<file path="src/rtl/rpsr_pkg.sv">
// Purpose: shared constants and types of the system register group
// Assumes: 8-bit register file addresses, 32 blocks of eight registers
// Notes: offsets are register file addresses, not bus byte addresses
package rpsr_pkg;

  // register file addresses of the system registers held here
  localparam logic [7:0] RPSR_OFS_FLAGS = 8'hE7;
  localparam logic [7:0] RPSR_OFS_PTR_LOW = 8'hE8;
  localparam logic [7:0] RPSR_OFS_PTR_HIGH = 8'hE9;
  localparam logic [7:0] RPSR_OFS_PAGE = 8'hEA;
  localparam logic [7:0] RPSR_OFS_MODE = 8'hEB;

  // values after reset
  localparam logic [7:0] RPSR_RST_FLAGS = 8'h00;
  localparam logic [4:0] RPSR_RST_BLOCK = 5'h00;
  localparam logic [5:0] RPSR_RST_PAGE = 6'h00;
  localparam logic [7:0] RPSR_RST_MODE = 8'hE0;

  // condition flag bit positions
  localparam int RPSR_FLAG_C = 7;
  localparam int RPSR_FLAG_Z = 6;
  localparam int RPSR_FLAG_S = 5;
  localparam int RPSR_FLAG_V = 4;
  localparam int RPSR_FLAG_DA = 3;
  localparam int RPSR_FLAG_H = 2;
  localparam int RPSR_FLAG_RSV = 1;
  localparam int RPSR_FLAG_DP = 0;

  // block pointer and page select field positions
  localparam int RPSR_PTR_BLK_MSB = 7;
  localparam int RPSR_PTR_BLK_LSB = 3;
  localparam int RPSR_PTR_TWIN = 2;
  localparam int RPSR_PAGE_MSB = 7;
  localparam int RPSR_PAGE_LSB = 2;

  // operating mode control bit positions
  localparam int RPSR_MODE_SSTK = 7;
  localparam int RPSR_MODE_USTK = 6;
  localparam int RPSR_MODE_HALF = 5;

  // register group that direct addressing may not reach
  localparam logic [3:0] RPSR_GROUP_D = 4'hD;

  // flag-affecting operation classes offered by the execution unit
  typedef enum logic [2:0] {
    RPSR_ALU_ADD,
    RPSR_ALU_SUB,
    RPSR_ALU_CMP,
    RPSR_ALU_LOGIC,
    RPSR_ALU_SHL,
    RPSR_ALU_SHR
  } rpsr_alu_e;

endpackage

</file>
<file path="src/rtl/rpsr_flag_calc.sv">
// Purpose: overflow, nibble carry and adjust direction for byte operations
// Assumes: operands and carry-in are stable in the cycle of the update
// Notes: purely combinational; the owner registers the results
`timescale 1ns/10ps
`default_nettype none
module rpsr_flag_calc (
  input wire logic [7:0] a,              // accumulator operand
  input wire logic [7:0] b,              // second operand
  input wire logic cin,                  // carry or borrow in
  input wire rpsr_pkg::rpsr_alu_e op,    // operation class
  output logic ovf,                      // signed result out of range
  output logic nib_carry,                // carry out of / borrow into bit 3
  output logic dir_sub,                  // last arithmetic was a subtraction
  output logic bcd_upd                   // op touches nibble and direction
);

  logic [7:0] sum;
  logic [7:0] dif;
  logic [4:0] nib_sum;
  logic [4:0] nib_sub;

  assign sum = a + b + {7'h00, cin};
  assign dif = a - b - {7'h00, cin};
  assign nib_sum = {1'b0, a[3:0]} + {1'b0, b[3:0]} + {4'h0, cin};
  assign nib_sub = {1'b0, a[3:0]} - {1'b0, b[3:0]} - {4'h0, cin};

  always_comb
  begin
    ovf = 1'b0;
    nib_carry = 1'b0;
    dir_sub = 1'b0;
    bcd_upd = 1'b0;
    unique case (op)
      rpsr_pkg::RPSR_ALU_ADD:
      begin
        ovf = (a[7] == b[7]) && (sum[7] != a[7]);
        nib_carry = nib_sum[4];
        bcd_upd = 1'b1;
      end
      rpsr_pkg::RPSR_ALU_SUB:
      begin
        ovf = (a[7] != b[7]) && (dif[7] != a[7]);
        nib_carry = nib_sub[4];
        dir_sub = 1'b1;
        bcd_upd = 1'b1;
      end
      rpsr_pkg::RPSR_ALU_CMP:
        ovf = (a[7] != b[7]) && (dif[7] != a[7]);
      rpsr_pkg::RPSR_ALU_SHL:
        ovf = a[7] ^ a[6];
      rpsr_pkg::RPSR_ALU_LOGIC,
      rpsr_pkg::RPSR_ALU_SHR:
        ovf = 1'b0;
    endcase
  end

endmodule
`default_nettype wire

</file>
<file path="src/rtl/rpsr_core.sv">
// Purpose: condition flags, working register pointing, page select, mode
// Assumes: one core clock; instruction strobes come from the sequencer
// Notes: register file port uses 8-bit register addresses, read data late
`timescale 1ns/10ps
`default_nettype none
module rpsr_core #(
  parameter int NUM_BLOCKS = 32,         // eight-register blocks in the file
  parameter int NUM_PAGES = 64           // pages selectable for group F
) (
  input wire logic clk,                  // core clock, 100 MHz
  input wire logic rst,                  // synchronous reset, active high
  input wire logic ce,                   // clock enable, freezes all state
  input wire logic [7:0] reg_addr,       // register file address
  input wire logic [7:0] reg_wdata,      // register write data
  input wire logic reg_wr,               // register write strobe
  input wire logic reg_rd,               // register read strobe
  input wire logic reg_direct,           // access uses explicit addressing
  output logic reg_claim,                // address is one held here
  output logic [7:0] reg_rdata,          // read data, one cycle after read
  output logic reg_rvalid,               // read data valid pulse
  output logic reg_refused,              // direct access to group D pulse
  input wire logic op_srp,               // single pointer instruction
  input wire logic op_set_twin_pointer_low,              // set_twin_pointer_low instruction
  input wire logic op_set_twin_pointer_high,              // set_twin_pointer_high instruction
  input wire logic [4:0] op_block,       // block number operand
  input wire logic op_sdm,               // set data memory instruction
  input wire logic op_spm,               // set program memory instruction
  input wire logic alu_upd,              // flag-affecting operation done
  input wire rpsr_pkg::rpsr_alu_e alu_op,// class of that operation
  input wire logic [7:0] alu_a,          // accumulator operand
  input wire logic [7:0] alu_b,          // second operand
  input wire logic alu_cin,              // carry or borrow in
  input wire logic wr_req,               // working register access request
  input wire logic [3:0] wr_index,       // working register r0..r15
  output logic [7:0] wr_phys_addr,       // physical register file address
  output logic wr_phys_valid,            // address valid pulse
  output logic [7:0] condition_flags,    // flag register contents
  output logic memory_space_select_flag, // data accesses use data pages
  output logic twin_mode_select,         // 1: two 8-register blocks
  output logic [5:0] page_number_field,  // page mapped into group F
  output logic system_stack_location,    // 1: system stack in register file
  output logic user_stack_location,      // 1: user stack in register file
  output logic oscillator_halving,       // 1: oscillator divided by two
  output logic osc_clk_en                // oscillator enable after divider
);

  // the address arithmetic below is fixed to 8-bit register addresses
  if (NUM_BLOCKS != 32)
  begin : g_bad_blocks
    $error("rpsr_core: NUM_BLOCKS must be 32");
  end
  if (NUM_PAGES < 1 || NUM_PAGES > 64)
  begin : g_bad_pages
    $error("rpsr_core: NUM_PAGES must be 1..64");
  end

  ////////////////////////////////////////////////////////////////////////////
  // decode helpers

  function automatic logic in_group_d(input logic [7:0] addr);
    in_group_d = (addr[7:4] == rpsr_pkg::RPSR_GROUP_D);
  endfunction

  // single: block bits 4:1 joined with all four index bits; twin: block joined with index bits 2:0
  function automatic logic [7:0] work_phys(
    input logic [3:0] idx,
    input logic [4:0] blk_lo,
    input logic [4:0] blk_hi,
    input logic twin
  );
    if (!twin)
      work_phys = {blk_lo[4:1], idx};
    else if (idx[3])
      work_phys = {blk_hi, idx[2:0]};
    else
      work_phys = {blk_lo, idx[2:0]};
  endfunction

  ////////////////////////////////////////////////////////////////////////////
  // register port decode

  logic refuse;
  logic wr_ok;
  logic sel_flags;
  logic sel_page;
  logic sel_mode;
  logic sel_ptr [2];

  // group D stays reachable through pointers and stacks only
  assign refuse = reg_direct && in_group_d(reg_addr);
  assign wr_ok = reg_wr && !refuse;
  assign sel_flags = (reg_addr == rpsr_pkg::RPSR_OFS_FLAGS);
  assign sel_page = (reg_addr == rpsr_pkg::RPSR_OFS_PAGE);
  assign sel_mode = (reg_addr == rpsr_pkg::RPSR_OFS_MODE);
  assign sel_ptr[0] = (reg_addr == rpsr_pkg::RPSR_OFS_PTR_LOW);
  assign sel_ptr[1] = (reg_addr == rpsr_pkg::RPSR_OFS_PTR_HIGH);
  assign reg_claim = sel_flags || sel_page || sel_mode ||
                     sel_ptr[0] || sel_ptr[1];

  ////////////////////////////////////////////////////////////////////////////
  // condition flags

  logic [7:0] flags_r;
  logic ovf;
  logic nib_carry;
  logic dir_sub;
  logic bcd_upd;

  rpsr_flag_calc u_flag_calc (
    .a(alu_a),
    .b(alu_b),
    .cin(alu_cin),
    .op(alu_op),
    .ovf(ovf),
    .nib_carry(nib_carry),
    .dir_sub(dir_sub),
    .bcd_upd(bcd_upd)
  );

  // a hardware update in the same cycle as a store wins its bits
  always_ff @(posedge clk)
  begin
    if (rst)
      flags_r <= rpsr_pkg::RPSR_RST_FLAGS;
    else if (ce)
    begin
      // bit 1 is stored as written; software is expected to keep it 0
      if (wr_ok && sel_flags)
        flags_r <= reg_wdata;
      if (alu_upd)
        flags_r[rpsr_pkg::RPSR_FLAG_V] <= ovf;
      if (alu_upd && bcd_upd)
      begin
        flags_r[rpsr_pkg::RPSR_FLAG_DA] <= dir_sub;
        flags_r[rpsr_pkg::RPSR_FLAG_H] <= nib_carry;
      end
      if (op_sdm)
        flags_r[rpsr_pkg::RPSR_FLAG_DP] <= 1'b1;
      else if (op_spm)
        flags_r[rpsr_pkg::RPSR_FLAG_DP] <= 1'b0;
    end
  end

  assign condition_flags = flags_r;
  // one is the normal state once start-up code has run
  assign memory_space_select_flag = flags_r[rpsr_pkg::RPSR_FLAG_DP];

  ////////////////////////////////////////////////////////////////////////////
  // working block pointers, low (0) and high (1)

  logic [4:0] blk_r [2];
  logic twin_r [2];

  genvar gi;
  generate
    for (gi = 0; gi < 2; gi = gi + 1)
    begin : g_ptr
      logic load_own;
      assign load_own = (gi == 0) ? op_set_twin_pointer_low : op_set_twin_pointer_high;

      always_ff @(posedge clk)
      begin
        if (rst)
        begin
          blk_r[gi] <= rpsr_pkg::RPSR_RST_BLOCK;
          twin_r[gi] <= 1'b0;
        end
        else if (ce)
        begin
          if (op_srp)
          begin
            if (gi == 0)
              blk_r[gi] <= op_block;
            twin_r[gi] <= 1'b0;
          end
          else if (op_set_twin_pointer_low || op_set_twin_pointer_high)
          begin
            if (load_own)
              blk_r[gi] <= op_block;
            twin_r[gi] <= 1'b1;
          end
          else if (wr_ok && sel_ptr[gi])
          begin
            blk_r[gi] <= reg_wdata[rpsr_pkg::RPSR_PTR_BLK_MSB:
                                   rpsr_pkg::RPSR_PTR_BLK_LSB];
            twin_r[gi] <= reg_wdata[rpsr_pkg::RPSR_PTR_TWIN];
          end
        end
      end
    end
  endgenerate

  // the low pointer's selector steers the mapping; the high pointer's copy
  // is only returned by reads of the high pointer register
  assign twin_mode_select = twin_r[0];

  ////////////////////////////////////////////////////////////////////////////
  // working register address translation

  logic [7:0] wr_phys_r;
  logic wr_valid_r;

  // 32 blocks of eight: a 5-bit block number spans the whole file
  always_ff @(posedge clk)
  begin
    if (rst)
    begin
      wr_phys_r <= 8'h00;
      wr_valid_r <= 1'b0;
    end
    else if (ce)
    begin
      wr_valid_r <= wr_req;
      if (wr_req)
        wr_phys_r <= work_phys(wr_index, blk_r[0], blk_r[1],
                               twin_r[0]);
    end
  end

  assign wr_phys_addr = wr_phys_r;
  assign wr_phys_valid = wr_valid_r;

  ////////////////////////////////////////////////////////////////////////////
  // peripheral page select

  logic [5:0] page_r;

  // held until software writes another page; not saved on interrupt entry
  always_ff @(posedge clk)
  begin
    if (rst)
      page_r <= rpsr_pkg::RPSR_RST_PAGE;
    else if (ce && wr_ok && sel_page)
      page_r <= reg_wdata[rpsr_pkg::RPSR_PAGE_MSB:
                          rpsr_pkg::RPSR_PAGE_LSB];
  end

  assign page_number_field = page_r;

  ////////////////////////////////////////////////////////////////////////////
  // operating mode control

  logic [7:0] mode_r;

  // bits 4:0 belong to other logic; they are kept so reads return them
  always_ff @(posedge clk)
  begin
    if (rst)
      mode_r <= rpsr_pkg::RPSR_RST_MODE;
    else if (ce && wr_ok && sel_mode)
      mode_r <= reg_wdata;
  end

  assign system_stack_location = mode_r[rpsr_pkg::RPSR_MODE_SSTK];
  assign user_stack_location = mode_r[rpsr_pkg::RPSR_MODE_USTK];
  assign oscillator_halving = mode_r[rpsr_pkg::RPSR_MODE_HALF];

  ////////////////////////////////////////////////////////////////////////////
  // oscillator divide-by-two as an enable, no generated clock

  logic osc_phase_r;

  always_ff @(posedge clk)
  begin
    if (rst)
      osc_phase_r <= 1'b0;
    else if (ce)
    begin
      if (oscillator_halving)
        osc_phase_r <= !osc_phase_r;
      else
        osc_phase_r <= 1'b0;
    end
  end

  // every enabled cycle when undivided, every other one when halved
  assign osc_clk_en = ce && (!oscillator_halving || osc_phase_r);

  ////////////////////////////////////////////////////////////////////////////
  // read data and port answers

  logic [7:0] rd_val;
  logic [7:0] rdata_r;
  logic rvalid_r;
  logic refused_r;

  always_comb
  begin
    rd_val = 8'h00;
    if (sel_flags)
      rd_val = flags_r;
    else if (sel_ptr[0])
      rd_val = {blk_r[0], twin_r[0], 2'b00};
    else if (sel_ptr[1])
      rd_val = {blk_r[1], twin_r[1], 2'b00};
    else if (sel_page)
      rd_val = {page_r, 2'b00};
    else if (sel_mode)
      rd_val = mode_r;
  end

  always_ff @(posedge clk)
  begin
    if (rst)
    begin
      rdata_r <= 8'h00;
      rvalid_r <= 1'b0;
      refused_r <= 1'b0;
    end
    else if (ce)
    begin
      rvalid_r <= reg_rd && reg_claim && !refuse;
      refused_r <= (reg_rd || reg_wr) && refuse;
      if (reg_rd && reg_claim && !refuse)
        rdata_r <= rd_val;
    end
  end

  assign reg_rdata = rdata_r;
  assign reg_rvalid = rvalid_r;
  assign reg_refused = refused_r;

endmodule
`default_nettype wire

</file>
<file path="config.mk">
export PLATFORM = sky130hd
export DESIGN_NAME = rpsr_core
export DESIGN_NICKNAME = d
export VERILOG_FILES = /design/src/rtl/rpsr_pkg.sv /design/src/rtl/rpsr_flag_calc.sv /design/src/rtl/rpsr_core.sv
export SDC_FILE = /design/constraint.sdc
export NUM_CORES = 1
export LEC_CHECK = 0
export ABC_CLOCK_PERIOD_IN_PS = 2300
export BUFFER_PORTS_ARGS = -buffer_cell sky130_fd_sc_hd__buf_2
export CORE_AREA = 3 3 87 89
export CTS_BUF_LIST = sky130_fd_sc_hd__clkbuf_8
export DETAILED_ROUTE_END_ITERATION = 12
export DIE_AREA = 0 0 90 92
export PLACE_DENSITY = 0.73
export SLEW_MARGIN = 15
export SYNTH_ARGS = -nofsm -noshare
export SYNTH_HDL_FRONTEND = slang
export SYNTH_HIERARCHICAL = 1
export SYNTH_SLANG_ARGS = --single-unit
</file>
<file path="constraint.sdc">
create_clock -name clk -period 2.3 [get_ports clk]
set_clock_uncertainty 0.1 [all_clocks]
set_input_delay 0.345 -clock clk [delete_from_list [all_inputs] [get_ports clk]]
set_output_delay 0.345 -clock clk [all_outputs]
set_load 0.05 [all_outputs]
</file>
### Word level (Yosys, flattened, before mapping)

Memories as Yosys holds them, arrays and structs flattened.
Cells that the tools add are included.

| operators by class | value |
|---|---|
| $add $sub $neg | 8 |
| equality and inequality tests | 15 |
| multiplexer cells | 63 |
| bitwise gates (word level) | 12 |
| reductions and logical operators | 38 |

Operators by type and width:

| kind | count |
|---|---|
| $mux W8 | 7 |
| $mux W1 | 47 |
| $eq A8 B8 Y1 const B | 5 |
| $mux W5 | 6 |
| $logic_and A1 B1 Y1 | 15 |
| $reduce_and A2 Y1 | 6 |
| $or A1 B1 Y1 | 11 |
| $add A8 B1 Y8 | 1 |
| $add A8 B8 Y8 | 1 |
| $sub A8 B1 Y8 | 1 |
| $sub A8 B8 Y8 | 1 |
| $logic_or A1 B1 Y1 | 7 |
| $eq A3 B2 Y1 const B | 2 |
| $eq A3 B3 Y1 const B | 2 |
| $reduce_or A2 Y1 | 3 |
| $add A4 B4 Y5 | 1 |
| $add A5 B1 Y5 | 1 |
| $sub A4 B4 Y5 | 1 |
| $sub A5 B1 Y5 | 1 |
| $eq A4 B4 Y1 const B | 1 |
| $pmux W1 S4 | 1 |
| $reduce_bool A2 Y1 | 2 |
| $eq A3 B1 Y1 const B | 1 |
| $logic_not A1 Y1 | 3 |
| other kinds (7) | 9 |

| storage, ports and cells | value |
|---|---|
| bits in registers | 42 |
| bits in writable memories | 12 |
| input port bits | 58 |
| output and inout port bits | 40 |
| memories | 2 |

Memories:

| name | words | width | rd ports | clocked after memory_dff | write ports | line | RTL |
|---|---|---|---|---|---|---|---|
| blk_r | 2 | 5 | 2 | 0 | 2 | rpsr_core.sv:151 | `logic [4:0] blk_r [2];` |
| twin_r | 2 | 1 | 2 | 0 | 2 | rpsr_core.sv:152 | `logic twin_r [2];` |

### Depth between registers and ports, before layout

| logic depth | value |
|---|---|
| word-level depth | 12 |
| mapped depth | 12 |

### Modules after synthesis

The synthesis kept the hierarchy.

By module, submodules not included:

| module | times used | cells each | area an instance (um^2) |
|---|---|---|---|
| rpsr_core | 1 | 271 | 2692.6 |
| rpsr_flag_calc | 1 | 76 | 580.6 |

### Worst setup path before layout

Ideal clock, no wire load.

| path | value |
|---|---|
| path kind | input port to output port |
| start | in ce |
| end | out osc_clk_en |
| data arrival time | 2.018 ns |
| required time | 1.855 ns |
| setup slack | -0.163 ns |
| stages on the path | 3 |
| cell sequence | clkbuf_1 -> clkbuf_1 -> a21boi_0 |

| on the way | value |
|---|---|
| longest elaborated chain between the ends | 1 |

Ends and longest elaborated chain:

| what | line | RTL |
|---|---|---|
| from (decl) | rpsr_core.sv:12 | `input wire logic ce,` |
| $logic_and A1 B1 Y1 | rpsr_core.sv:277 | `assign osc_clk_en = ce && (!oscillator_halving \|\| osc_phase_r);` |
| to (decl) | rpsr_core.sv:44 | `output logic osc_clk_en` |

Every way passes these cells.

### Final worst setup path

| path | value |
|---|---|
| start | in alu_a[0] |
| end | reg flags_r[2], in the netlist condition_flags[2] |

| on the way | value |
|---|---|
| longest elaborated chain between the ends | 4 |

Ends and longest elaborated chain:

| what | line | RTL |
|---|---|---|
| from (decl) | rpsr_core.sv:30 | `input wire logic [7:0] alu_a,` |
| $sub A4 B4 Y5 or $add A4 B4 Y5 (tied branches) | rpsr_flag_calc.sv:25, rpsr_flag_calc.sv:24 |  |
| $sub A5 B1 Y5 or $add A5 B1 Y5 (tied branches) | rpsr_flag_calc.sv:25, rpsr_flag_calc.sv:24 |  |
| $pmux W1 S2 (*) | rpsr_flag_calc.sv:33 | `unique case (op)` |
| net nib_carry | rpsr_core.sv:105 | `logic nib_carry;` |
| $mux W2 (*) | rpsr_core.sv:132 | `if (alu_upd && bcd_upd)` |
| to (signal, indexed assignment) | rpsr_core.sv:131 | `flags_r[rpsr_pkg::RPSR_FLAG_V] <= ovf;` |
| to (signal, indexed assignment) | rpsr_core.sv:134 | `flags_r[rpsr_pkg::RPSR_FLAG_DA] <= dir_sub;` |
| to (signal, indexed assignment) | rpsr_core.sv:135 | `flags_r[rpsr_pkg::RPSR_FLAG_H] <= nib_carry;` |
| to (decl) | rpsr_core.sv:103 | `logic [7:0] flags_r;` |

Mark *: on every way through the listed nets, which the timed path passes. The rest lies on a longest branch.
A chain may end at the register's enable or synchronous reset.

==> metrics <==
number of port buffers slightly below 100; Post-Syn Nets 423; CTS resizes 0; max incr delay on CP 0.43 ns; CTS Hold Bufs 0; ys async rst share 0; H-tree depth 2; max-cap violations 0; number of enable flip-flop cells after synthesis 12; crit path from alu_a[0]; R2R Path End reg_rdata[2]; RSZ-0062 raised after global routing no; Worst Path Arrival about 2.2 ns; critical-path cell list buf_2 -> fa_1 -> ha_1 -> nand2_1 -> a31oi_1 -> nor2_1 -> xnor2_1 -> a21oi_1 -> and3_1 -> a311oi_1 -> a211oi_1; DRT iter0 DRCs around 150; Int Pwr between 1 and 1.5 mW; vias post-DR 2,950; Reg2Reg Setup Slack 0.90 ns; TritonRoute pass-1 iters 4; GRT Overall Usage 0.1954; Pins Over Slew Limit 0; Final Hold Fails 0; Peak VDD IR approximately 330 µV; predominant post-synthesis flop cell dfxtp_1; initial antenna violation count 0; initial core utilization 0.4791; Switching Fraction 0.2864; Final Critical Period 2.084 ns; largest net degree at the start of global routing 43; Worst setup SP type input pin; gpl congestion 0.8201; FF-to-FF Start twin_r[0]; Cell variety after synth 68; Seq/Total Area, Yosys 0.3670; post-route cell area 0.004060 mm²; Hold Path Class input pin to flop; required time of the critical path 2.39 ns; highest-delay cell along the critical path fa_1; layout cells sized above 1 0.3165; post-synth top area share 0.2569; Least-Margin Pin Slew 0.5761 ns; Tcrit/Tclk final 0.9061; Comb pwr share 0.202; Clock power frac 0.310; Ys Warns 6; fmax 0.4799 GHz; Crit Path Class input pin to flop; ANT cells 0; Routed WL 8251 µm; Pwr Total 2.095 mW; relative slew slack 0.6159; Die ar. 0.008280 mm²; global-route wire length before repair about 13,000 µm; ranking of synthesized cells by area dfxtp_1 (26%), edfxtp_1 (11%), ha_1 (6.1%); Mapped Area between 0.003 and 0.004 mm²; dpl cell area roughly 0.0039 mm²; # DRC 0; Net Sw Power around 0.60 mW; crit path to condition_flags[2]; nets 530; area grow syn2layout 24.04%; post-route ant nets 0; # clock sinks 54; clk_lat worst skew 0.31 ns; Mapped Cells 347; crit path capture type flop; WL/cell ~15 µm; CTS tree done; synthesized flop and latch total 54; chip width 90 µm; IO Pins 98; Synth area leader dfxtp_1; Syn Area/Cell about 9.4 µm²; HPWL Detailed 6498 µm; Core ar. between 0.006 and 0.007 mm²; CTS Buf Count 5; # rows 30; clock buffer depth 2; hold_ws 0.1665 ns; postcts setup bufs 0; CTS root buffer clkbuf_8; status complete, no violations; Die H a little over 90 µm; leakage ~1.8 nW; Reg2Reg Depth 4; worst-path fanout max 2; Flop pwr share 0.489; total grt overflow 0; pwr dens 516.1 mW/mm²; # setup viols final 0; vias in the first global route 2,787; vias per cell 5.354; clock slew at reported path FFs 0.10 ns
[layout make-up]
class,instances,area [µm²]
inverter,26,97.59
clock buffer,5,68.82
sequential,54,1201
fill,622,2771
multi-input combinational,250,1893
clock inverter,3,43.79
tap,96,120.1
timing repair buffer,117,635.6
[per-stage QoR]
stage | TNS [ns] | util | instances | worst slack, ns
finish | 0 | 0.5943 | 551 | 0.2161
global route | 0 | 0.5943 | 551 | 0.07830
CTS | 0 | 0.5943 | 551 | 0.2082
detailed placement | -0.2574 | 0.5778 | 543 | -0.1289
global placement | -0.1113 | 0.5778 | 543 | -0.06526
floorplan | 0 | - | 347 | 0.06411
[worst max-delay path, delay by kind of cell]
kind                     cells  cell delay [ns]
AO/OA/AOI/OAI                4             0.56
XOR/XNOR                     1             0.14
adder cells (fa/ha/maj)      2             0.71
buffers and inverters        1             0.12
AND/OR/NAND/NOR              3             0.31
[cell usage after synthesis, types with 3 or more instances]
master	n
dfxtp_1	42
nor2_1	30
inv_1	25
nand2_1	22
a21oi_1	19
mux2i_1	19
ha_1	16
nand2b_1	13
edfxtp_1	12
a22o_1	10
nor2b_1	9
a311oi_1	7
clkbuf_1	7
nand3_1	7
o21ai_0	7
and3_1	6
xnor2_1	6
nor3_1	5
nor4_1	5
a211oi_1	4
a22oi_1	4
a211o_1	3
a21o_1	3
a221o_1	3
a221oi_1	3
and2_1	3
buf_1	3
buf_2	3
or3_1	3
[cells by family (layout without fill, tap and decap cells)]
| group | after synthesis | in the layout | synth area share |
|---|---|---|---|
| adders and majority gates | 18 | 18 | 0.07339 |
| and+or+nand+nor | 122 | 122 | 0.2244 |
| xor gates and xnor gates | 6 | 6 | 0.01605 |
| AOI/OAI and AO/OA | 83 | 83 | 0.1908 |
| muxes | 21 | 21 | 0.07186 |
| DFF | 54 | 54 | 0.3670 |
| buffers and inverters | 43 | 151 | 0.05657 |
[power groups by stage]
stage | sequential (mW) | clock (mW) | combinational (mW)
4_1_cts | 1.02 | 0.661 | 0.425
3_3_place_gp | 1.05 | 0 | 0.413
5_1_grt | 1.03 | 0.688 | 0.465
2_1_floorplan | 1.09 | 0 | 0.223
3_5_place_dp | 1.05 | 0 | 0.423
6_report | 1.02 | 0.649 | 0.422
[routing by layer]
metal / track usage / routed length (µm)
met5: 0 / 0
met4: 0.05867 / 102
met2: 0.3354 / 3989
met3: 0.04840 / 545
met1: 0.2425 / 3613
[placed cells by master (no fill, tap or decap), types with 7 or more instances in the layout]
cell / synthesis / layout
inv_1: 25 / 25
nand2b_1: 13 / 13
a311oi_1: 7 / 7
nor2_1: 30 / 30
a21oi_1: 19 / 19
ha_1: 16 / 16
o21ai_0: 7 / 7
buf_4: 1 / 20
nand2_1: 22 / 22
buf_2: 3 / 97
dfxtp_1: 42 / 42
mux2i_1: 19 / 19
edfxtp_1: 12 / 12
nand3_1: 7 / 7
nor2b_1: 9 / 9
a22o_1: 10 / 10
[worst min path at each step]
stage | slack (ns) | startpoint | depth (start not counted) | endpoint
after global routing | 0.16 | wr_index[1] | 3 | wr_phys_addr[1]
after floorplan | 0.35 | osc_phase_r | 2 | osc_phase_r
after global placement | 0.34 | wr_phys_addr[2] | 2 | wr_phys_addr[2]
final | 0.17 | wr_index[1] | 3 | wr_phys_addr[1]
after detailed placement | 0.35 | reg_rdata[5] | 1 | reg_rdata[5]
after CTS | 0.16 | wr_index[1] | 3 | wr_phys_addr[1]
[state kept, by name (all words and copies together), names as in the netlist]
| register | flops |
|---|---|
| reg_rdata | 8 |
| blk_r | 10 |
| page_number_field | 6 |
| wr_phys_valid | 1 |
| osc_phase_r | 1 |
| wr_phys_addr | 8 |
| twin_r | 2 |
| mode_r | 8 |
| condition_flags | 8 |
| reg_rvalid | 1 |
| reg_refused | 1 |
Note: power is estimated with default switching activity, not from simulation.
